## config.mk

```make
export PLATFORM = sky130hd
export DESIGN_NAME = memory_space_decode
export DESIGN_NICKNAME = d
export VERILOG_FILES = /design/src/verilog/memory_space_pkg.sv /design/src/verilog/select_array.sv /design/src/verilog/memory_space_decode.sv
export SDC_FILE = /design/constraint.sdc
export NUM_CORES = 1
export LEC_CHECK = 0
export BUFFER_PORTS_ARGS = -buffer_cell sky130_fd_sc_hd__buf_2
export CAP_MARGIN = 0
export CORE_ASPECT_RATIO = 1.5
export CORE_MARGIN = 3
export CORE_UTILIZATION = 35
export DETAILED_ROUTE_END_ITERATION = 12
export GPL_ROUTABILITY_DRIVEN = 0
export GPL_TIMING_DRIVEN = 0
export PLACE_DENSITY = 0.55
export SLEW_MARGIN = 20
export SYNTH_ARGS = -nofsm -noshare
export SYNTH_HDL_FRONTEND = slang
export SYNTH_SLANG_ARGS = --single-unit
export TNS_END_PERCENT = 1
```

## constraint.sdc

```tcl
create_clock -name clk -period 5.75 [get_ports clk]
set_input_delay 0.2875 -clock clk [delete_from_list [all_inputs] [get_ports clk]]
set_output_delay 0.2875 -clock clk [all_outputs]
set_load 0.01 [all_outputs]
```

## src/verilog/memory_space_pkg.sv

```systemverilog
// Constants shared by the memory space select decoder and its select array.
package memory_space_pkg;
    localparam int ARRAY_INPUTS   = 73;
    localparam int NUM_SELECTS    = 20;
    localparam int TERMS_PER_SEL  = 3;
    localparam int NUM_TERMS      = NUM_SELECTS * TERMS_PER_SEL;

    typedef logic [ARRAY_INPUTS-1:0] term_t;

    // Field positions on the shared array input bus.
    localparam int BUS_ADDR_LSB   = 0;
    localparam int BUS_CTRL_LSB   = 16;
    localparam int BUS_RESET      = 19;
    localparam int BUS_PDN        = 20;
    localparam int BUS_PA_LSB     = 21;
    localparam int BUS_PB_LSB     = 29;
    localparam int BUS_PC_LSB     = 37;
    localparam int BUS_PD_LSB     = 45;
    localparam int BUS_PAGE_LSB   = 48;
    localparam int BUS_FB1_LSB    = 56;
    localparam int BUS_FB2_LSB    = 64;
    localparam int BUS_READY      = 72;

    // Select indices on the select array output.
    localparam int SEL_PRIMARY    = 0;
    localparam int SEL_SECONDARY  = 8;
    localparam int SEL_SRAM       = 12;
    localparam int SEL_CONFIG     = 13;
    localparam int SEL_DEBUG      = 14;
    localparam int SEL_PERIPH     = 15;
    localparam int SEL_EXTERNAL   = 17;

    // Control strobe order on the bus and in the strobe registers.
    localparam int STB_WRITE      = 0;
    localparam int STB_READ       = 1;
    localparam int STB_FETCH      = 2;

    // Memory space map fields.
    localparam int MAP_SRAM_CODE  = 0;
    localparam int MAP_SEC_CODE   = 1;
    localparam int MAP_PRI_CODE   = 2;
    localparam int MAP_SEC_DATA   = 3;
    localparam int MAP_PRI_DATA   = 4;
    localparam int MAP_PIO        = 7;
    localparam logic [7:0] MAP_USED_MASK = 8'h9f;
    localparam logic [7:0] MAP_RESET     = 8'h0c;
    localparam logic [7:0] PAGE_RESET    = 8'h00;

    // Offsets inside the configuration register window.
    localparam logic [7:0] PAGE_OFFSET   = 8'he0;
    localparam logic [7:0] MAP_OFFSET    = 8'h02;

    // Standby entry after the inputs stay still.
    localparam int CLK_PERIOD_NS   = 10;
    localparam int STANDBY_TIME_NS = 70;
    localparam int STANDBY_CYCLES  = (STANDBY_TIME_NS + CLK_PERIOD_NS - 1) / CLK_PERIOD_NS;

    // Default programmed equation: configuration window at address 16'hb0xx.
    localparam int    CONFIG_TERM  = SEL_CONFIG * TERMS_PER_SEL;
    localparam term_t CONFIG_CARE  = term_t'(16'hff00);
    localparam term_t CONFIG_MATCH = term_t'(16'hb000);
    localparam logic [NUM_TERMS-1:0] DEFAULT_USED = NUM_TERMS'(1) << CONFIG_TERM;
endpackage

```

## src/verilog/select_array.sv

```systemverilog
// Sum-of-products select array evaluated over the shared input bus.
module select_array #(
    parameter logic [memory_space_pkg::NUM_TERMS-1:0] TERM_USED = memory_space_pkg::DEFAULT_USED,
    parameter memory_space_pkg::term_t TERM_CARE  [memory_space_pkg::NUM_TERMS] = '{default: '0},
    parameter memory_space_pkg::term_t TERM_MATCH [memory_space_pkg::NUM_TERMS] = '{default: '0}
) (
    input  wire memory_space_pkg::term_t          array_inputs,
    output logic [memory_space_pkg::NUM_SELECTS-1:0] selects
);
    import memory_space_pkg::*;

    logic [NUM_TERMS-1:0] hits;

    function automatic logic term_hit(term_t in, term_t care, term_t match);
        return ((in ^ match) & care) == '0;
    endfunction

    genvar t;
    generate
        for (t = 0; t < NUM_TERMS; t++) begin : g_term
            assign hits[t] = TERM_USED[t] && term_hit(array_inputs, TERM_CARE[t], TERM_MATCH[t]);
        end
        for (t = 0; t < NUM_SELECTS; t++) begin : g_sel
            assign selects[t] = |hits[t*TERMS_PER_SEL +: TERMS_PER_SEL];
        end
    endgenerate
endmodule

```

## src/verilog/memory_space_decode.sv

```systemverilog
// Memory space select decoder with page register and space map.
module memory_space_decode #(
    parameter logic [memory_space_pkg::NUM_TERMS-1:0] TERM_USED = memory_space_pkg::DEFAULT_USED,
    parameter memory_space_pkg::term_t TERM_CARE  [memory_space_pkg::NUM_TERMS] =
        '{memory_space_pkg::CONFIG_TERM: memory_space_pkg::CONFIG_CARE, default: '0},
    parameter memory_space_pkg::term_t TERM_MATCH [memory_space_pkg::NUM_TERMS] =
        '{memory_space_pkg::CONFIG_TERM: memory_space_pkg::CONFIG_MATCH, default: '0},
    parameter logic [7:0] MAP_INIT = memory_space_pkg::MAP_RESET
) (
    input  wire logic        clk,
    input  wire logic        reset,
    input  wire logic [19:0] address,
    input  wire logic        program_fetch_strobe_n,
    input  wire logic        read_strobe_n,
    input  wire logic        write_strobe_n,
    input  wire logic [7:0]  data_in,
    output logic [7:0]       data_out,
    output logic             data_out_enable,
    input  wire logic        wide_address_mode,
    input  wire logic        fast_response,
    input  wire logic [4:0]  control_block,
    input  wire logic        power_down_input,
    input  wire logic [7:0]  port_a_cells,
    input  wire logic [7:0]  port_b_cells,
    input  wire logic [7:0]  port_c_cells,
    input  wire logic [2:0]  port_d_inputs,
    input  wire logic [7:0]  cell_group_one_feedback,
    input  wire logic [7:0]  cell_group_two_feedback,
    input  wire logic        secondary_ready,
    output logic [7:0]       primary_sector_enables,
    output logic [3:0]       secondary_sector_enables,
    output logic             sram_enable,
    output logic             config_register_window_enable,
    output logic             debug_port_enable,
    output logic [1:0]       peripheral_enables,
    output logic [2:0]       external_chip_selects,
    output logic [7:0]       page_bits,
    output logic [7:0]       memory_space_map,
    output logic             array_standby
);
    import memory_space_pkg::*;

    term_t                  bus_d;
    term_t                  bus_q;
    logic [2:0]             strobe_d;
    logic [2:0]             strobe_q;
    logic [2:0]             out_strobe_q;
    logic [7:0]             data_q;
    logic [7:0]             offset_q;
    logic [7:0]             page_q;
    logic [7:0]             map_q;
    logic [NUM_SELECTS-1:0] sel_eval;
    logic [NUM_SELECTS-1:0] sel_q;
    logic [3:0]             still_cnt_q;
    logic                   wake_q;
    logic                   bus_changed;
    logic                   cfg_read;
    logic                   cfg_write;
    logic                   fetch;
    logic                   rd;
    logic                   wr;
    logic                   io_hit;
    logic [3:0]             sec_hit;

    assign strobe_d = {~program_fetch_strobe_n, ~read_strobe_n, ~write_strobe_n};

    // Assemble the shared input bus of the select array.
    always_comb begin
        bus_d = '0;
        bus_d[BUS_ADDR_LSB +: 16] = wide_address_mode ? address[19:4] : address[15:0];
        bus_d[BUS_CTRL_LSB +: 3]  = strobe_d & ~control_block[2:0];
        bus_d[BUS_RESET]          = reset & ~control_block[3];
        bus_d[BUS_PDN]            = power_down_input & ~control_block[4];
        bus_d[BUS_PA_LSB +: 8]    = port_a_cells;
        bus_d[BUS_PB_LSB +: 8]    = port_b_cells;
        bus_d[BUS_PC_LSB +: 8]    = port_c_cells;
        bus_d[BUS_PD_LSB +: 3]    = port_d_inputs;
        bus_d[BUS_PAGE_LSB +: 8]  = page_q;
        bus_d[BUS_FB1_LSB +: 8]   = cell_group_one_feedback;
        bus_d[BUS_FB2_LSB +: 8]   = cell_group_two_feedback;
        bus_d[BUS_READY]          = secondary_ready;
    end

    always_ff @(posedge clk or posedge reset) begin
        if (reset) begin
            bus_q    <= '0;
            strobe_q <= '0;
            data_q   <= '0;
            offset_q <= '0;
        end else begin
            bus_q    <= bus_d;
            strobe_q <= strobe_d;
            data_q   <= data_in;
            offset_q <= address[7:0];
        end
    end

    // The equations are parameters, so they hold from the first cycle on.
    select_array #(
        .TERM_USED  (TERM_USED),
        .TERM_CARE  (TERM_CARE),
        .TERM_MATCH (TERM_MATCH)
    ) u_select_array (
        .array_inputs (bus_q),
        .selects      (sel_eval)
    );

    // Standby: count cycles with a still bus; the first change after standby costs a cycle.
    assign bus_changed = bus_d != bus_q;

    always_ff @(posedge clk or posedge reset) begin
        if (reset) begin
            still_cnt_q   <= '0;
            array_standby <= 1'b0;
            wake_q        <= 1'b0;
        end else begin
            if (bus_changed) begin
                still_cnt_q <= '0;
            end else if (still_cnt_q != 4'(STANDBY_CYCLES)) begin
                still_cnt_q <= still_cnt_q + 4'd1;
            end
            array_standby <= !fast_response && !bus_changed
                             && still_cnt_q >= 4'(STANDBY_CYCLES - 1);
            wake_q        <= array_standby && bus_changed;
        end
    end

    // Configuration window registers.
    assign cfg_read  = sel_eval[SEL_CONFIG] && strobe_q[STB_READ];
    assign cfg_write = sel_eval[SEL_CONFIG] && strobe_q[STB_WRITE];

    always_ff @(posedge clk or posedge reset) begin
        if (reset) begin
            page_q <= PAGE_RESET;
        end else if (cfg_write && offset_q == PAGE_OFFSET) begin
            page_q <= data_q;
        end
    end

    always_ff @(posedge clk or posedge reset) begin
        if (reset) begin
            map_q <= MAP_INIT;
        end else if (cfg_write && offset_q == MAP_OFFSET) begin
            map_q <= data_q & MAP_USED_MASK;
        end
    end

    always_ff @(posedge clk or posedge reset) begin
        if (reset) begin
            data_out        <= '0;
            data_out_enable <= 1'b0;
        end else begin
            data_out_enable <= cfg_read && (offset_q == PAGE_OFFSET || offset_q == MAP_OFFSET);
            if (cfg_read && offset_q == PAGE_OFFSET) begin
                data_out <= page_q;
            end else if (cfg_read && offset_q == MAP_OFFSET) begin
                data_out <= map_q;
            end else begin
                data_out <= '0;
            end
        end
    end

    // Space qualification and priority among overlapping selects.
    assign fetch  = strobe_q[STB_FETCH];
    assign rd     = strobe_q[STB_READ];
    assign wr     = strobe_q[STB_WRITE];
    assign io_hit = sel_eval[SEL_CONFIG] || (map_q[MAP_PIO] && |sel_eval[SEL_PERIPH +: 2]);
    assign sec_hit = sel_eval[SEL_SECONDARY +: 4]
                     & {4{(fetch && map_q[MAP_SEC_CODE]) || (rd && map_q[MAP_SEC_DATA]) || wr}};

    always_ff @(posedge clk or posedge reset) begin
        if (reset) begin
            sel_q                         <= '0;
            out_strobe_q                  <= '0;
            primary_sector_enables        <= '0;
            secondary_sector_enables      <= '0;
            sram_enable                   <= 1'b0;
            config_register_window_enable <= 1'b0;
            debug_port_enable             <= 1'b0;
            peripheral_enables            <= '0;
            external_chip_selects         <= '0;
        end else if (!wake_q) begin
            sel_q                    <= sel_eval;
            out_strobe_q             <= strobe_q;
            sram_enable              <= sel_eval[SEL_SRAM]
                                        && (rd || wr || (fetch && map_q[MAP_SRAM_CODE]));
            secondary_sector_enables <= (sel_eval[SEL_SRAM] || io_hit) ? 4'd0 : sec_hit;
            // Primary needs both code and data bits set to serve both spaces.
            primary_sector_enables   <= (sel_eval[SEL_SRAM] || io_hit || |sec_hit) ? 8'd0 :
                sel_eval[SEL_PRIMARY +: 8] & {8{(fetch && map_q[MAP_PRI_CODE])
                || (rd && map_q[MAP_PRI_DATA]) || wr}};
            config_register_window_enable <= sel_eval[SEL_CONFIG] && (rd || wr);
            debug_port_enable        <= sel_eval[SEL_DEBUG];
            peripheral_enables       <= sel_eval[SEL_PERIPH +: 2]
                                        & {2{map_q[MAP_PIO] && (rd || wr)}};
            external_chip_selects    <= sel_eval[SEL_EXTERNAL +: 3];
        end
    end

    assign page_bits        = page_q;
    assign memory_space_map = map_q;
endmodule

```

==> impl_results.html, run 1 <==
<table>
<tr><th>Metric</th><th>Value</th></tr>
<tr><th colspan="2">CTS</th></tr>
<tr><td>Insertion delay to the later sink of the worst-skew pair</td><td>roughly 0.40 ns</td></tr>
<tr><td>Max clock buf depth</td><td>2</td></tr>
<tr><td>TritonCTS Sinks</td><td>about 120</td></tr>
<tr><td>Clock slew seen by the registers of the worst setup and hold paths</td><td>around 0.06 ns</td></tr>
<tr><td>Total number of H-tree levels</td><td>4</td></tr>
<tr><td>TritonCTS clock tree</td><td>done</td></tr>
<tr><td>CTS root buf</td><td>sky130_fd_sc_hd__clkbuf_16</td></tr>
<tr><td>Post-CTS setup buffers</td><td>0</td></tr>
<tr><td>Post-cts resize count</td><td>0</td></tr>
<tr><td>Hold-fix buffers at CTS</td><td>8</td></tr>
<tr><td>Number of clock buffers inserted by TritonCTS</td><td>17</td></tr>
<tr><th colspan="2">Setup path</th></tr>
<tr><td>Number of cells on the worst reg-to-reg path</td><td>4</td></tr>
<tr><td>Register-to-register path setup slack</td><td>about 3.4 ns</td></tr>
<tr><td>Maximum fanout along the worst path</td><td>8</td></tr>
<tr><td>Worst Path Required</td><td>approximately 6 ns</td></tr>
<tr><td>Element type at the critical path start</td><td>flop</td></tr>
<tr><td>Arrival time at the worst endpoint</td><td>between 2 and 3 ns</td></tr>
<tr><td>Launching point of the worst reg2reg path</td><td>bus_q[8]$_DFF_PP0_</td></tr>
<tr><td>Slowest cell delay on critical path</td><td>between 0.6 and 0.7 ns</td></tr>
<tr><td>Worst-path cell chain</td><td>nor4_1 &gt; nand4_1 &gt; nor2_1 &gt; mux2_2</td></tr>
<tr><td>Crit path capture type</td><td>flop</td></tr>
<tr><td>Endpoint of the worst-slack reg-to-reg timing path</td><td>page_bits[3]$_DFFE_PP0P_</td></tr>
<tr><td>CP delay by family, top</td><td>simple AND/OR/NAND/NOR gates</td></tr>
<tr><td>Buf+Inv Stages, Crit Path</td><td>0</td></tr>
<tr><td>Crit path kind</td><td>flop to flop</td></tr>
<tr><td>Crit path max-delay cell type</td><td>sky130_fd_sc_hd__nor2_1</td></tr>
<tr><th colspan="2">Timing</th></tr>
<tr><td>Final Hold Fails</td><td>0</td></tr>
<tr><td>Transition time of the tightest slew-check pin</td><td>~0.83 ns</td></tr>
<tr><td>Maximum clock rate</td><td>418 MHz</td></tr>
<tr><td>Count of pins over their slew limit</td><td>0</td></tr>
<tr><td>Share of the cycle needed by the critical path after routing</td><td>0.416</td></tr>
<tr><td>Clock Skew</td><td>just over 0.009 ns</td></tr>
<tr><td>Worst Slack Setup Final</td><td>3.36 ns</td></tr>
<tr><td>Final-report setup violation count</td><td>0</td></tr>
<tr><td>Unrepaired setup endpoints after global routing</td><td>false</td></tr>
<tr><td>Tmin final</td><td>2.39 ns</td></tr>
<tr><td>Setup TNS</td><td>0 ns</td></tr>
<tr><td>Rel. slew slack</td><td>0.442</td></tr>
<tr><th colspan="2">Floorplan</th></tr>
<tr><td>Effective utilization at floorplan</td><td>0.359</td></tr>
<tr><td>Floorplan die area</td><td>~15000 µm²</td></tr>
<tr><td>Die width</td><td>102 µm</td></tr>
<tr><td>Area of the placeable core</td><td>~14000 µm²</td></tr>
<tr><td>DIE HEIGHT</td><td>between 150 and 200 µm</td></tr>
<tr><td>Total number of placement rows</td><td>52</td></tr>
<tr><td>I/O pin cnt</td><td>roughly 130</td></tr>
<tr><th colspan="2">Yosys</th></tr>
<tr><td>Cell type with the highest aggregate area in the netlist</td><td>sky130_fd_sc_hd__dfrtp_1</td></tr>
<tr><td>Area share of the largest cell type after synthesis</td><td>0.613</td></tr>
<tr><td>Synth Instances</td><td>around 350</td></tr>
<tr><td>Number of warnings printed during yosys synthesis</td><td>0</td></tr>
<tr><td>Post-synth ARST share</td><td>1.00</td></tr>
<tr><td>Post-synthesis instance area</td><td>4860 µm²</td></tr>
<tr><td>Mean instance size in the synthesized netlist</td><td>around 14 µm²</td></tr>
<tr><td>Sequential fraction of the synthesis area</td><td>0.623</td></tr>
<tr><td>Most numerous cell in the Yosys netlist</td><td>sky130_fd_sc_hd__dfrtp_1</td></tr>
<tr><td>Number of different library cells in the post-synthesis netlist</td><td>40</td></tr>
<tr><td>Top flip-flop cell by instance count after synthesis</td><td>sky130_fd_sc_hd__dfrtp_1</td></tr>
<tr><td>Cells taking the most area after synthesis</td><td>sky130_fd_sc_hd__dfrtp_1, sky130_fd_sc_hd__xnor2_1, sky130_fd_sc_hd__mux2_2</td></tr>
<tr><td>EDFF count, synth</td><td>0</td></tr>
<tr><td>Number of synthesized register bits</td><td>around 120</td></tr>
<tr><td>Commonest cells in the synthesized netlist</td><td>sky130_fd_sc_hd__dfrtp_1, sky130_fd_sc_hd__xnor2_1, sky130_fd_sc_hd__buf_4, sky130_fd_sc_hd__mux2_2, sky130_fd_sc_hd__xor2_1</td></tr>
<tr><th colspan="2">Global routing</th></tr>
<tr><td>Maximum number of pins on one net before global-route repair</td><td>72</td></tr>
<tr><td>Residual overflow from global routing</td><td>0</td></tr>
<tr><td>Initial antenna violation count</td><td>1</td></tr>
<tr><td>Wire length of the first global-routing pass</td><td>between 15 and 20 mm</td></tr>
<tr><td>Via count of the first global-routing pass</td><td>around 3200</td></tr>
<tr><td>Global router's overall resource usage</td><td>0.139</td></tr>
<tr><th colspan="2">Drt</th></tr>
<tr><td>Pre-Repair DR Iteration Count</td><td>4</td></tr>
<tr><td>DRC violations left</td><td>0</td></tr>
<tr><td>Avg Vias per Cell</td><td>~4.5</td></tr>
<tr><td>First-iteration detailed-routing DRC count</td><td>39</td></tr>
<tr><td>Detailed-route wire length per cell</td><td>around 15 µm</td></tr>
<tr><td>Total vias in the final route</td><td>3092</td></tr>
<tr><td>Antenna viol nets, final</td><td>0</td></tr>
<tr><td>Final wirelength</td><td>~10 mm</td></tr>
<tr><th colspan="2">Run status</th></tr>
<tr><td>Status</td><td>finished, final reports clean</td></tr>
<tr><th colspan="2">Place</th></tr>
<tr><td>HPWL after DPL</td><td>approximately 7.7 mm</td></tr>
<tr><td>Placement Setup Slack</td><td>about 3.3 ns</td></tr>
<tr><td>Count of buffers inserted at the top-level ports</td><td>roughly 110</td></tr>
<tr><th colspan="2">Pwr</th></tr>
<tr><td>Cell Pwr Density</td><td>around 350 nW/µm²</td></tr>
<tr><td>Static power due to leakage</td><td>about 0.0031 µW</td></tr>
<tr><td>Worst vdd ir</td><td>approximately 0.15 mV</td></tr>
<tr><th colspan="2">Worst hold path</th></tr>
<tr><td>Type of the most critical hold path</td><td>input pin to async pin</td></tr>
<tr><th colspan="2">Cells and area</th></tr>
<tr><td># fillers</td><td>1283</td></tr>
<tr><td>Post-synthesis to final-layout area growth</td><td>33.6%</td></tr>
<tr><td>Nets@finish</td><td>~590</td></tr>
<tr><td>Fraction of layout instances using a drive strength above 1</td><td>0.403</td></tr>
<tr><th colspan="2">Run</th></tr>
<tr><td>Maximum Capacitance Violations</td><td>0</td></tr>
</table>
cells by family (layout without fill, tap and decap cells):
logic type | Yosys count | count (layout) | synth area share
DFF | 121 | 121 | 0.623
xor gates and xnor gates | 71 | 71 | 0.128
and+or+nand+nor | 60 | 60 | 0.0744
buffers and inverters | 39 | 189 | 0.0556
muxes | 32 | 32 | 0.0767
AOI/OAI and AO/OA | 23 | 23 | 0.0360
adders and majority gates | 2 | 2 | 0.00515
other | 1 | 22 | 0.000771
report_power, final:
part | internal, µW | total (µW) | switching (µW)
sequential | 885 | 901 | 15.6
clock | 862 | 1230 | 369
combinational | 82.3 | 161 | 79.2
registers in the layout (all words and copies together), names as in the netlist:
signal and cells:
data_out 8, page_bits 8, data_out_enable 1, wake_q 1, array_standby 1, config_register_window_enable 1
strobe_q 2, bus_q 73, still_cnt_q 4, offset_q 8, data_q 8, memory_space_map 6
layout by cell type (no fill, tap or decap), drive strengths merged, types with 8 or more instances in the layout:
cell,count
xor2,17
clkbuf,22
nor2,11
nand4,15
xnor2,54
nor4,8
inv,8
dlygate4sd3,8
conb,21
dfrtp,119
mux2,30
buf,141
cell type report:
type,count,area [µm²],area share
multi-input combinational,209,1640,0.252
antenna,1,2.50,0.000385
tap,162,203,0.0312
inverter,8,35.0,0.00539
buffer,31,240,0.0370
clock buffer,22,484,0.0745
timing repair buffer,118,653,0.101
clock inverter,10,213,0.0327
sequential,121,3030,0.466
worst max-delay path by stage:
stage / start / to / slack [ns] / depth (start not counted)
3_5_place_dp: page_bits[4]$_DFFE_PP0P_ / array_standby$_DFF_PP0_ / 3.28 / 6
4_1_cts: page_bits[4]$_DFFE_PP0P_ / array_standby$_DFF_PP0_ / 3.26 / 6
2_1_floorplan: reset / array_standby$_DFF_PP0_ / 2.25 / 1
5_1_grt: bus_q[8]$_DFF_PP0_ / page_bits[7]$_DFFE_PP0P_ / 3.19 / 4
6_report: bus_q[8]$_DFF_PP0_ / page_bits[3]$_DFFE_PP0P_ / 3.36 / 4
3_3_place_gp: reset / memory_space_map[1]$_DFFE_PP0P_ / 0.92 / 2
routing by layer:
metal,wire length [µm],vias up,GRT usage
li1,-,1468,-
met1,3970,1504,0.161
met2,5430,103,0.238
met3,521,17,0.0385
met4,263,0,0.0591
met5,0,-,0
per-stage QoR:
step                instance area [µm²]  hold slack [ns]  utilization  power, µW  std cells
CTS                                6490         0.000491        0.480       2320        681
floorplan                          4940            0.319            -       1010        369
finish                             6500          0.00565        0.480       2290        682
global placement                   5680            0.397        0.420       1070        640
detailed placement                 5720            0.398        0.422       1080        641
global route                       6500          0.00255        0.480       2380        682
Power figures use the tool's default switching activity.
==> run 2, diff against run 1 <==
--- a/config.mk
+++ b/config.mk
@@ -5,6 +5,7 @@
 export SDC_FILE = /design/constraint.sdc
 export NUM_CORES = 1
 export LEC_CHECK = 0
+export ABC_AREA = 1
 export BUFFER_PORTS_ARGS = -buffer_cell sky130_fd_sc_hd__buf_2
 export CAP_MARGIN = 0
 export CORE_ASPECT_RATIO = 1.5
@@ -13,7 +14,7 @@
 export DETAILED_ROUTE_END_ITERATION = 12
 export GPL_ROUTABILITY_DRIVEN = 0
 export GPL_TIMING_DRIVEN = 0
-export PLACE_DENSITY = 0.55
+export PLACE_DENSITY = 0.56
 export SLEW_MARGIN = 20
 export SYNTH_ARGS = -nofsm -noshare
 export SYNTH_HDL_FRONTEND = slang
==> constraint.sdc (replaced) <==
create_clock -name clk -period 2 [get_ports clk]
set_input_delay 0.1 -clock clk [delete_from_list [all_inputs] [get_ports clk]]
set_output_delay 0.1 -clock clk [all_outputs]
set_load 0.01 [all_outputs]
==> impl_results.html, run 2 <==
<table>
<tr><th>Metric</th><th>Value</th></tr>
<tr><th colspan="2">Drt</th></tr>
<tr><td>Final wirelength</td><td>12.9 mm (+26%)</td></tr>
<tr><td>First-iteration detailed-routing DRC count</td><td>94 (+140%)</td></tr>
<tr><td>Detailed-route wire length per cell</td><td>11.4 µm (-24%)</td></tr>
<tr><td>Pre-Repair DR Iteration Count</td><td>4 (unchanged)</td></tr>
<tr><td>DRC violations left</td><td>0 (unchanged)</td></tr>
<tr><td>Antenna viol nets, final</td><td>0 (unchanged)</td></tr>
<tr><td>Total vias in the final route</td><td>4617 (+49%)</td></tr>
<tr><td>Avg Vias per Cell</td><td>4.08 (-10%)</td></tr>
<tr><th colspan="2">Pwr</th></tr>
<tr><td>Combinational Power Share</td><td>0.107 (+0.037)</td></tr>
<tr><td>Cell Pwr Density</td><td>782 nW/µm² (+120%)</td></tr>
<tr><td>Static power due to leakage</td><td>0.00442 µW (+42%)</td></tr>
<tr><td>Cell internal power dissipation</td><td>4750 µW (+160%)</td></tr>
<tr><td>Total net switching power</td><td>1510 µW (+230%)</td></tr>
<tr><td>Share of power burned in the clock network</td><td>0.479 (-0.058)</td></tr>
<tr><td>Worst vdd ir</td><td>0.434 mV (+190%)</td></tr>
<tr><td>Switching Fraction</td><td>0.241 (+0.0390)</td></tr>
<tr><td>Proportion of power drawn by flip-flops and latches</td><td>0.413 (+0.020)</td></tr>
<tr><th colspan="2">Yosys</th></tr>
<tr><td>Post-synth ARST share</td><td>1.00 (unchanged)</td></tr>
<tr><td>Sequential fraction of the synthesis area</td><td>0.547 (-0.0766)</td></tr>
<tr><td>Cells taking the most area after synthesis</td><td>sky130_fd_sc_hd__dfrtp_1, sky130_fd_sc_hd__nand2_1, sky130_fd_sc_hd__inv_1</td></tr>
<tr><td>EDFF count, synth</td><td>0 (unchanged)</td></tr>
<tr><td>Area share of the largest cell type after synthesis</td><td>0.537 (-0.0752)</td></tr>
<tr><td>Commonest cells in the synthesized netlist</td><td>sky130_fd_sc_hd__nand2_1, sky130_fd_sc_hd__dfrtp_1, sky130_fd_sc_hd__inv_1, sky130_fd_sc_hd__nor2_1, sky130_fd_sc_hd__buf_4</td></tr>
<tr><td>Number of synthesized register bits</td><td>121 (unchanged)</td></tr>
<tr><td>Post-synthesis instance area</td><td>5540 µm² (+14%)</td></tr>
<tr><td>Cell type with the highest aggregate area in the netlist</td><td>sky130_fd_sc_hd__dfrtp_1</td></tr>
<tr><td>Number of warnings printed during yosys synthesis</td><td>0 (unchanged)</td></tr>
<tr><td>Number of different library cells in the post-synthesis netlist</td><td>31 (-23%)</td></tr>
<tr><td>Synth Instances</td><td>676 (+94%)</td></tr>
<tr><td>Mean instance size in the synthesized netlist</td><td>8.20 µm² (-41%)</td></tr>
<tr><td>Most numerous cell in the Yosys netlist</td><td>sky130_fd_sc_hd__nand2_1</td></tr>
<tr><td>Top flip-flop cell by instance count after synthesis</td><td>sky130_fd_sc_hd__dfrtp_1</td></tr>
<tr><th colspan="2">Timing</th></tr>
<tr><td>Clock Skew</td><td>0.00906 ns (-0.000128 ns)</td></tr>
<tr><td>Rel. slew slack</td><td>0.556 (+0.114)</td></tr>
<tr><td>Final Hold Fails</td><td>0 (unchanged)</td></tr>
<tr><td>Final-report setup violation count</td><td>0 (unchanged)</td></tr>
<tr><td>Maximum clock rate</td><td>544 MHz</td></tr>
<tr><td>Transition time of the tightest slew-check pin</td><td>0.664 ns (-0.171 ns)</td></tr>
<tr><td>Count of pins over their slew limit</td><td>0 (unchanged)</td></tr>
<tr><td>Tmin final</td><td>roughly 1.8 ns</td></tr>
<tr><td>Unrepaired setup endpoints after global routing</td><td>false</td></tr>
<tr><td>Share of the cycle needed by the critical path after routing</td><td>0.918</td></tr>
<tr><th colspan="2">Place</th></tr>
<tr><td>Count of buffers inserted at the top-level ports</td><td>108 (-0.92%)</td></tr>
<tr><td>Placed cells</td><td>1007 (+57%)</td></tr>
<tr><td>HPWL after DPL</td><td>9.33 mm (+22%)</td></tr>
<tr><th colspan="2">Floorplan</th></tr>
<tr><td>Floorplan die area</td><td>17400 µm² (+13%)</td></tr>
<tr><td>Total number of placement rows</td><td>55 (+5.8%)</td></tr>
<tr><td>DIE HEIGHT</td><td>160 µm (+6.5%)</td></tr>
<tr><td>Effective utilization at floorplan</td><td>0.363 (+0.00355)</td></tr>
<tr><td>I/O pin cnt</td><td>131 (unchanged)</td></tr>
<tr><td>Die width</td><td>109 µm (+6.4%)</td></tr>
<tr><td>Area of the placeable core</td><td>15300 µm² (+13%)</td></tr>
<tr><th colspan="2">Cells and area</th></tr>
<tr><td>Top library cells by usage in the layout, fill and taps aside</td><td>sky130_fd_sc_hd__nand2_1, sky130_fd_sc_hd__dfrtp_1, sky130_fd_sc_hd__inv_1</td></tr>
<tr><td>N_diodes</td><td>0 (-1)</td></tr>
<tr><td>Largest register by flop count</td><td>bus_q</td></tr>
<tr><td>Final core utilization</td><td>0.524 (+0.0444)</td></tr>
<tr><td># fillers</td><td>1480 (+15%)</td></tr>
<tr><td>Non-filler instance count after layout</td><td>1132 (+66%)</td></tr>
<tr><td>Most common cell after layout, fill and taps aside</td><td>sky130_fd_sc_hd__nand2_1</td></tr>
<tr><td>Fraction of layout instances using a drive strength above 1</td><td>0.236 (-0.167)</td></tr>
<tr><td>Flip-flop count of the largest register after layout</td><td>73 (unchanged)</td></tr>
<tr><td>Post-synthesis to final-layout area growth</td><td>44.6%</td></tr>
<tr><td>Nets@finish</td><td>1007 (+70%)</td></tr>
<tr><th colspan="2">Setup path</th></tr>
<tr><td>Slowest cell delay on critical path</td><td>0.55 ns (-0.13 ns)</td></tr>
<tr><td>Crit path kind</td><td>input pin to flop</td></tr>
<tr><td>Worst-path cell chain</td><td>dlygate4sd3_1 &gt; buf_2 &gt; nand2_1 &gt; dlygate4sd3_1 &gt; inv_1 &gt; nand2_1 &gt; nand2_1 &gt; nand2_1 &gt; nor2_2 &gt; nand2_1 &gt; nor2_2 &gt; nand2_4 &gt; nor2_1 &gt; nor2_1</td></tr>
<tr><td>Most common cell on crit path</td><td>sky130_fd_sc_hd__nand2_1</td></tr>
<tr><td>Crit path capture type</td><td>flop</td></tr>
<tr><td>Crit path max-delay cell type</td><td>sky130_fd_sc_hd__dlygate4sd3_1</td></tr>
<tr><td>Arrival time at the worst endpoint</td><td>2.13 ns (-0.54 ns)</td></tr>
<tr><td>Maximum fanout along the worst path</td><td>6 (-2)</td></tr>
<tr><td>CP delay by family, top</td><td>buffers and inverters</td></tr>
<tr><td>Worst Path Required</td><td>2.29 ns (-3.73 ns)</td></tr>
<tr><td>Element type at the critical path start</td><td>input pin</td></tr>
<tr><td>Buf+Inv Stages, Crit Path</td><td>4 (+4)</td></tr>
<tr><th colspan="2">Global routing</th></tr>
<tr><td>Initial antenna violation count</td><td>0 (-1)</td></tr>
<tr><td>Maximum number of pins on one net before global-route repair</td><td>32 (-56%)</td></tr>
<tr><td>Via count of the first global-routing pass</td><td>4654 (+44%)</td></tr>
<tr><td>Residual overflow from global routing</td><td>0 (unchanged)</td></tr>
<tr><td>Wire length of the first global-routing pass</td><td>21.3 mm (+31%)</td></tr>
<tr><td>Global router's overall resource usage</td><td>0.157 (+0.0182)</td></tr>
<tr><th colspan="2">CTS</th></tr>
<tr><td>Max clock buf depth</td><td>2 (unchanged)</td></tr>
<tr><td>Number of clock buffers inserted by TritonCTS</td><td>17 (unchanged)</td></tr>
<tr><td>TritonCTS Sinks</td><td>121 (unchanged)</td></tr>
<tr><td>Insertion delay to the later sink of the worst-skew pair</td><td>0.40 ns (about the same)</td></tr>
<tr><td>CTS root buf</td><td>sky130_fd_sc_hd__clkbuf_16</td></tr>
<tr><td>TritonCTS clock tree</td><td>done</td></tr>
<tr><td>Total number of H-tree levels</td><td>4 (unchanged)</td></tr>
<tr><td>Clock slew seen by the registers of the worst setup and hold paths</td><td>0.06 ns (about the same)</td></tr>
<tr><th colspan="2">Run</th></tr>
<tr><td>Maximum Capacitance Violations</td><td>0 (unchanged)</td></tr>
<tr><th colspan="2">Worst hold path</th></tr>
<tr><td>Type of the most critical hold path</td><td>input pin to flop</td></tr>
<tr><th colspan="2">Run status</th></tr>
<tr><td>Status</td><td>finished, final reports clean</td></tr>
</table>
-- run 2: repair_timing --
item | 4_1_cts | 5_1_grt
hold buffers | 89 | 1
setup buffers | 0 | 3
gates resized for setup | 0 | 5
setup endpoints to repair | 0 | 14
endpoints found under the hold margin | 147 | 22
-- run 2: worst paths after layout --
check	depth (start not counted)	end	slack, ns	startpoint
min reg2reg	0	bus_q[53]$_DFF_PP0_	0.43	page_bits[5]$_DFFE_PP0P_
max in group asynchronous	5	memory_space_map[3]$_DFFE_PP1P_	0.71	reset
min	8	array_standby$_DFF_PP0_	0.32	control_block[2]
min in group asynchronous	3	bus_q[32]$_DFF_PP0_	0.39	reset
max	14	wake_q$_DFF_PP0_	0.16	power_down_input
max reg2reg	7	page_bits[0]$_DFFE_PP0P_	0.23	offset_q[3]$_DFF_PP0_
-- run 2: through the flow --
stage / worst slack [ns] / cell area (µm²) / setup TNS, ns / power (µW) / hold WS [ns]
4_1_cts: 0.0600 / 7970 / 0 / 6360 / 0.331
2_1_floorplan: -0.903 / 5620 / -5.25 / 2960 / 0.131
6_report: 0.163 / 8010 / 0 / 6260 / 0.324
3_5_place_dp: -0.121 / 6490 / -0.282 / 3170 / 0.110
5_1_grt: 0.00197 / 8010 / 0 / 6560 / 0.346
3_3_place_gp: -2.11 / 6410 / -73.45 / 3140 / 0.208
-- run 2: kinds of logic after synthesis --
| group | count (synthesis) | synth area share |
|---|---|---|
| buffers and inverters | 154 | 0.129 |
| xor gates and xnor gates | 11 | 0.0174 |
| DFF | 121 | 0.547 |
| and+or+nand+nor | 355 | 0.271 |
| other | 1 | 0.000677 |
| adders and majority gates | 2 | 0.00451 |
| AOI/OAI and AO/OA | 32 | 0.0307 |
-- run 2: cell type report --
cell class	count	area, µm²	area share
clock buffers	18	439	0.0548
flip-flops and latches	121	3030	0.378
clock inverters	14	149	0.0186
plain buffers	34	262	0.0326
multi-input cells	421	1890	0.236
inverters	120	457	0.0570
repair buffers	205	1540	0.192
well taps	199	249	0.0311
-- run 2: power by group through the flow --
stage	Clock, µW	Combinational (µW)	Sequential, µW
after floorplan	0	336	2620
after global placement	0	512	2630
after detailed placement	0	538	2630
after CTS	3090	676	2590
after global routing	3190	767	2600
final	3000	671	2590
-- run 2: metal layers --
| metal | vias to the layer above | track usage | share of wire |
|---|---|---|---|
| met3 | 16 | 0.0400 | 0.038 |
| met2 | 90 | 0.286 | 0.53 |
| met5 | - | 0 | 0 |
| li1 | 2453 | - | - |
| met4 | 0 | 0.0500 | 0.015 |
| met1 | 2058 | 0.175 | 0.42 |
-- run 2: worst register-to-register path, cell delays in order, from the launching register on --
cell                       delay [ns]
sky130_fd_sc_hd__dfrtp_1         0.35
sky130_fd_sc_hd__or2_1           0.24
sky130_fd_sc_hd__nor3_2          0.11
sky130_fd_sc_hd__nand3b_1        0.26
sky130_fd_sc_hd__nand3b_4        0.31
sky130_fd_sc_hd__buf_2           0.24
sky130_fd_sc_hd__nand2_1         0.08
sky130_fd_sc_hd__o21ai_1         0.06
==> run 3, diff against run 2 <==
--- a/config.mk
+++ b/config.mk
@@ -9,7 +9,6 @@
 export BUFFER_PORTS_ARGS = -buffer_cell sky130_fd_sc_hd__buf_2
 export CAP_MARGIN = 0
 export CORE_ASPECT_RATIO = 1.5
-export CORE_MARGIN = 3
 export CORE_UTILIZATION = 35
 export DETAILED_ROUTE_END_ITERATION = 12
 export GPL_ROUTABILITY_DRIVEN = 0
==> constraint.sdc (replaced) <==
create_clock -name clk -period 1.5 [get_ports clk]
set_input_delay 0.075 -clock clk [delete_from_list [all_inputs] [get_ports clk]]
set_output_delay 0.075 -clock clk [all_outputs]
set_load 0.01 [all_outputs]
==> impl_results.html, run 3 (synthesized netlist as in run 2, its figures left out) <==
<table>
<tr><th>Metric</th><th>Value</th></tr>
<tr><th colspan="2">Floorplan</th></tr>
<tr><td>Die width</td><td>105 µm (-3.7%)</td></tr>
<tr><td>Floorplan die area</td><td>16400 µm² (-6.1%)</td></tr>
<tr><td>I/O pin cnt</td><td>131 (unchanged)</td></tr>
<tr><td>DIE HEIGHT</td><td>156 µm (-2.5%)</td></tr>
<tr><td>Effective utilization at floorplan</td><td>0.356 (-0.00648)</td></tr>
<tr><td>Total number of placement rows</td><td>56 (+1.8%)</td></tr>
<tr><td>Area of the placeable core</td><td>15600 µm² (+1.8%)</td></tr>
<tr><th colspan="2">Run status</th></tr>
<tr><td>Violations in the final reports</td><td>negative hold slack, negative setup slack</td></tr>
<tr><td>Status</td><td>complete, but fails checks</td></tr>
<tr><th colspan="2">Cells and area</th></tr>
<tr><td>Most common cell after layout, fill and taps aside</td><td>sky130_fd_sc_hd__nand2_1</td></tr>
<tr><td>Largest register by flop count</td><td>bus_q</td></tr>
<tr><td>Top library cells by usage in the layout, fill and taps aside</td><td>sky130_fd_sc_hd__nand2_1, sky130_fd_sc_hd__dfrtp_1, sky130_fd_sc_hd__inv_1</td></tr>
<tr><td>Fraction of layout instances using a drive strength above 1</td><td>0.264 (+0.0282)</td></tr>
<tr><td># fillers</td><td>1463 (-1.1%)</td></tr>
<tr><td>Non-filler instance count after layout</td><td>1150 (+1.6%)</td></tr>
<tr><td>Flip-flop count of the largest register after layout</td><td>73 (unchanged)</td></tr>
<tr><td>Post-synthesis to final-layout area growth</td><td>49.6%</td></tr>
<tr><td>N_diodes</td><td>0 (unchanged)</td></tr>
<tr><td>Nets@finish</td><td>1021 (+1.4%)</td></tr>
<tr><th colspan="2">Setup path</th></tr>
<tr><td>Worst-path cell chain</td><td>or2_4 &gt; nor3b_2 &gt; nand3_2 &gt; nand3b_1 &gt; buf_6 &gt; nand2_1 &gt; o21ai_1</td></tr>
<tr><td>Register-to-register path setup slack</td><td>-0.003 ns (-0.23 ns)</td></tr>
<tr><td>Buf+Inv Stages, Crit Path</td><td>1 (-3)</td></tr>
<tr><td>Maximum fanout along the worst path</td><td>10 (+4)</td></tr>
<tr><td>Arrival time at the worst endpoint</td><td>1.80 ns (-0.33 ns)</td></tr>
<tr><td>Endpoint of the worst-slack reg-to-reg timing path</td><td>memory_space_map[0]$_DFFE_PP0P_</td></tr>
<tr><td>Element type at the critical path start</td><td>flop</td></tr>
<tr><td>Crit path capture type</td><td>flop</td></tr>
<tr><td>Number of cells on the worst reg-to-reg path</td><td>7 (unchanged)</td></tr>
<tr><td>Worst Setup SP</td><td>offset_q[2]$_DFF_PP0_</td></tr>
<tr><td>Crit path max-delay cell type</td><td>sky130_fd_sc_hd__dfrtp_1</td></tr>
<tr><td>Slowest cell delay on critical path</td><td>0.36 ns (-0.19 ns)</td></tr>
<tr><td>CP delay by family, top</td><td>simple AND/OR/NAND/NOR gates</td></tr>
<tr><td>Launching point of the worst reg2reg path</td><td>offset_q[2]$_DFF_PP0_</td></tr>
<tr><td>Worst Path Required</td><td>1.80 ns (-0.49 ns)</td></tr>
<tr><td>Crit path kind</td><td>flop to flop</td></tr>
<tr><th colspan="2">CTS</th></tr>
<tr><td>CTS root buf</td><td>sky130_fd_sc_hd__clkbuf_16</td></tr>
<tr><td>TritonCTS Sinks</td><td>121 (unchanged)</td></tr>
<tr><td>Total number of H-tree levels</td><td>4 (unchanged)</td></tr>
<tr><td>Clock slew seen by the registers of the worst setup and hold paths</td><td>0.06 ns (about the same)</td></tr>
<tr><td>TritonCTS clock tree</td><td>done</td></tr>
<tr><td>Number of clock buffers inserted by TritonCTS</td><td>17 (unchanged)</td></tr>
<tr><td>Max clock buf depth</td><td>2 (unchanged)</td></tr>
<tr><td>Insertion delay to the later sink of the worst-skew pair</td><td>0.41 ns (about the same)</td></tr>
<tr><th colspan="2">Timing</th></tr>
<tr><td>Setup TNS</td><td>-0.00273 ns (-0.00273 ns)</td></tr>
<tr><td>Clock Skew</td><td>0.00692 ns (-0.00214 ns)</td></tr>
<tr><td>Unrepaired setup endpoints after global routing</td><td>true</td></tr>
<tr><td>Rel. slew slack</td><td>0.534 (-0.0220)</td></tr>
<tr><td>Worst hold slack</td><td>-0.0156 ns (-0.339 ns)</td></tr>
<tr><td>Final Hold Fails</td><td>18 (+18)</td></tr>
<tr><td>Tmin final</td><td>1.50 ns</td></tr>
<tr><td>Share of the cycle needed by the critical path after routing</td><td>1.00</td></tr>
<tr><td>Transition time of the tightest slew-check pin</td><td>0.695 ns (+0.0313 ns)</td></tr>
<tr><td>Count of pins over their slew limit</td><td>0 (unchanged)</td></tr>
<tr><td>Final-report setup violation count</td><td>1 (+1)</td></tr>
<tr><td>Maximum clock rate</td><td>between 600 and 700 MHz</td></tr>
<tr><td>Worst Slack Setup Final</td><td>-0.00273 ns (-0.166 ns)</td></tr>
<tr><th colspan="2">Drt</th></tr>
<tr><td>Total vias in the final route</td><td>4756 (+3.0%)</td></tr>
<tr><td>Detailed-route wire length per cell</td><td>11.5 µm (+1.1%)</td></tr>
<tr><td>DRC violations left</td><td>0 (unchanged)</td></tr>
<tr><td>First-iteration detailed-routing DRC count</td><td>133 (+41%)</td></tr>
<tr><td>Avg Vias per Cell</td><td>4.14 (+1.4%)</td></tr>
<tr><td>Final wirelength</td><td>13.2 mm (+2.7%)</td></tr>
<tr><td>Pre-Repair DR Iteration Count</td><td>5 (+1)</td></tr>
<tr><td>Antenna viol nets, final</td><td>0 (unchanged)</td></tr>
<tr><th colspan="2">Global routing</th></tr>
<tr><td>Global Route met2 Usage</td><td>0.312 (+0.0257)</td></tr>
<tr><td>Residual overflow from global routing</td><td>0 (unchanged)</td></tr>
<tr><td>Maximum number of pins on one net before global-route repair</td><td>31 (-3.1%)</td></tr>
<tr><td>Wire length of the first global-routing pass</td><td>21.2 mm (-0.29%)</td></tr>
<tr><td>Met3 track utilization from global routing</td><td>0.0472 (+0.00717)</td></tr>
<tr><td>Global router's overall resource usage</td><td>0.169 (+0.0119)</td></tr>
<tr><td>Initial antenna violation count</td><td>0 (unchanged)</td></tr>
<tr><td>Via count of the first global-routing pass</td><td>4558 (-2.1%)</td></tr>
<tr><td>Met1 routing resource usage after global routing</td><td>0.184 (+0.00888)</td></tr>
<tr><td>Layer with the highest usage after global routing</td><td>met2</td></tr>
<tr><th colspan="2">Pwr</th></tr>
<tr><td>Cell Pwr Density</td><td>1060 nW/µm² (+35%)</td></tr>
<tr><td>Worst vdd ir</td><td>0.554 mV (+27%)</td></tr>
<tr><td>Static power due to leakage</td><td>0.00457 µW (+3.4%)</td></tr>
<tr><td>Overall power of the completed layout</td><td>8750 µW (+40%)</td></tr>
<tr><th colspan="2">Run</th></tr>
<tr><td>Maximum Capacitance Violations</td><td>0 (unchanged)</td></tr>
<tr><th colspan="2">Place</th></tr>
<tr><td>Placed cells</td><td>1011 (+0.40%)</td></tr>
<tr><td>Placement Setup Slack</td><td>-0.744 ns (-0.623 ns)</td></tr>
<tr><td>HPWL after DPL</td><td>9.13 mm (-2.1%)</td></tr>
<tr><td>Count of buffers inserted at the top-level ports</td><td>108 (unchanged)</td></tr>
<tr><th colspan="2">Worst hold path</th></tr>
<tr><td>Type of the most critical hold path</td><td>input pin to async pin</td></tr>
</table>
-- run 3: cell types whose count changed in the layout (fill, tap and decap cells not counted), moves of 3 or more --
cell / delta
sky130_fd_sc_hd__buf_4: +12
sky130_fd_sc_hd__nor2_4: +6
sky130_fd_sc_hd__nand2_1: -5
sky130_fd_sc_hd__nand2_2: +4
sky130_fd_sc_hd__nor2_1: -4
sky130_fd_sc_hd__buf_6: +3
sky130_fd_sc_hd__o21ai_2: +3
-- run 3: layout make-up --
class | count | area, µm² | share of cell area
multi-input combinational | 421 | 1970 | 0.237
clock inverter | 11 | 169 | 0.0204
sequential | 121 | 3030 | 0.366
buffer | 34 | 274 | 0.0331
timing repair inverter | 1 | 5.00 | 0.000604
tap | 203 | 254 | 0.0306
inverter | 120 | 457 | 0.0551
clock buffer | 21 | 470 | 0.0568
timing repair buffer | 218 | 1660 | 0.200
-- run 3: worst reg2reg max path: cells and delay by family, from the launching register on --
family | cells | cell delay [ns]
AO/OA/AOI/OAI | 1 | 0.05
flip-flops | 1 | 0.36
AND/OR/NAND/NOR | 5 | 0.81
buffers and inverters | 1 | 0.17
-- run 3: worst max path at each step --
stage | endpoint | slack (ns) | depth (start not counted)
after CTS | data_out[2]$_DFF_PP0_ | -0.06 | 7
after global routing | wake_q$_DFF_PP0_ | -0.11 | 8
after floorplan | wake_q$_DFF_PP0_ | -1.38 | 9
final | memory_space_map[0]$_DFFE_PP0P_ | -0.003 | 7
after global placement | wake_q$_DFF_PP0_ | -2.61 | 10
after detailed placement | wake_q$_DFF_PP0_ | -0.74 | 11
-- run 3: where the power goes --
| group | internal [µW] | switching (µW) |
|---|---|---|
| clock network | 2910 | 1460 |
| logic | 462 | 460 |
| registers | 3390 | 62.6 |
-- run 3: stage by stage --
stage | hold WS [ns] | instance area, µm² | util
finish | -0.0156 | 8290 | 0.533
global route | 0.0209 | 8290 | 0.533
CTS | 0.00275 | 8180 | 0.526
detailed placement | 0.185 | 6510 | 0.419
global placement | 0.184 | 6410 | 0.412
floorplan | 0.106 | 5620 | -
-- run 3: metal layers --
metal,vias to the layer above,part of all wire
met4,0,0.014
li1,2475,-
met1,2160,0.41
met5,-,0
met2,105,0.53
met3,16,0.045
-- run 3: timing repair --
| item | in CTS | in global routing |
|---|---|---|
| gates resized for setup | 16 | 22 |
| setup buffers | 10 | 6 |
| pin swaps | 3 | 13 |
| cloned | 1 | 0 |
| endpoints found under the hold margin | 127 | 0 |
| setup endpoints to repair | 28 | 27 |
| hold buffers | 90 | 0 |
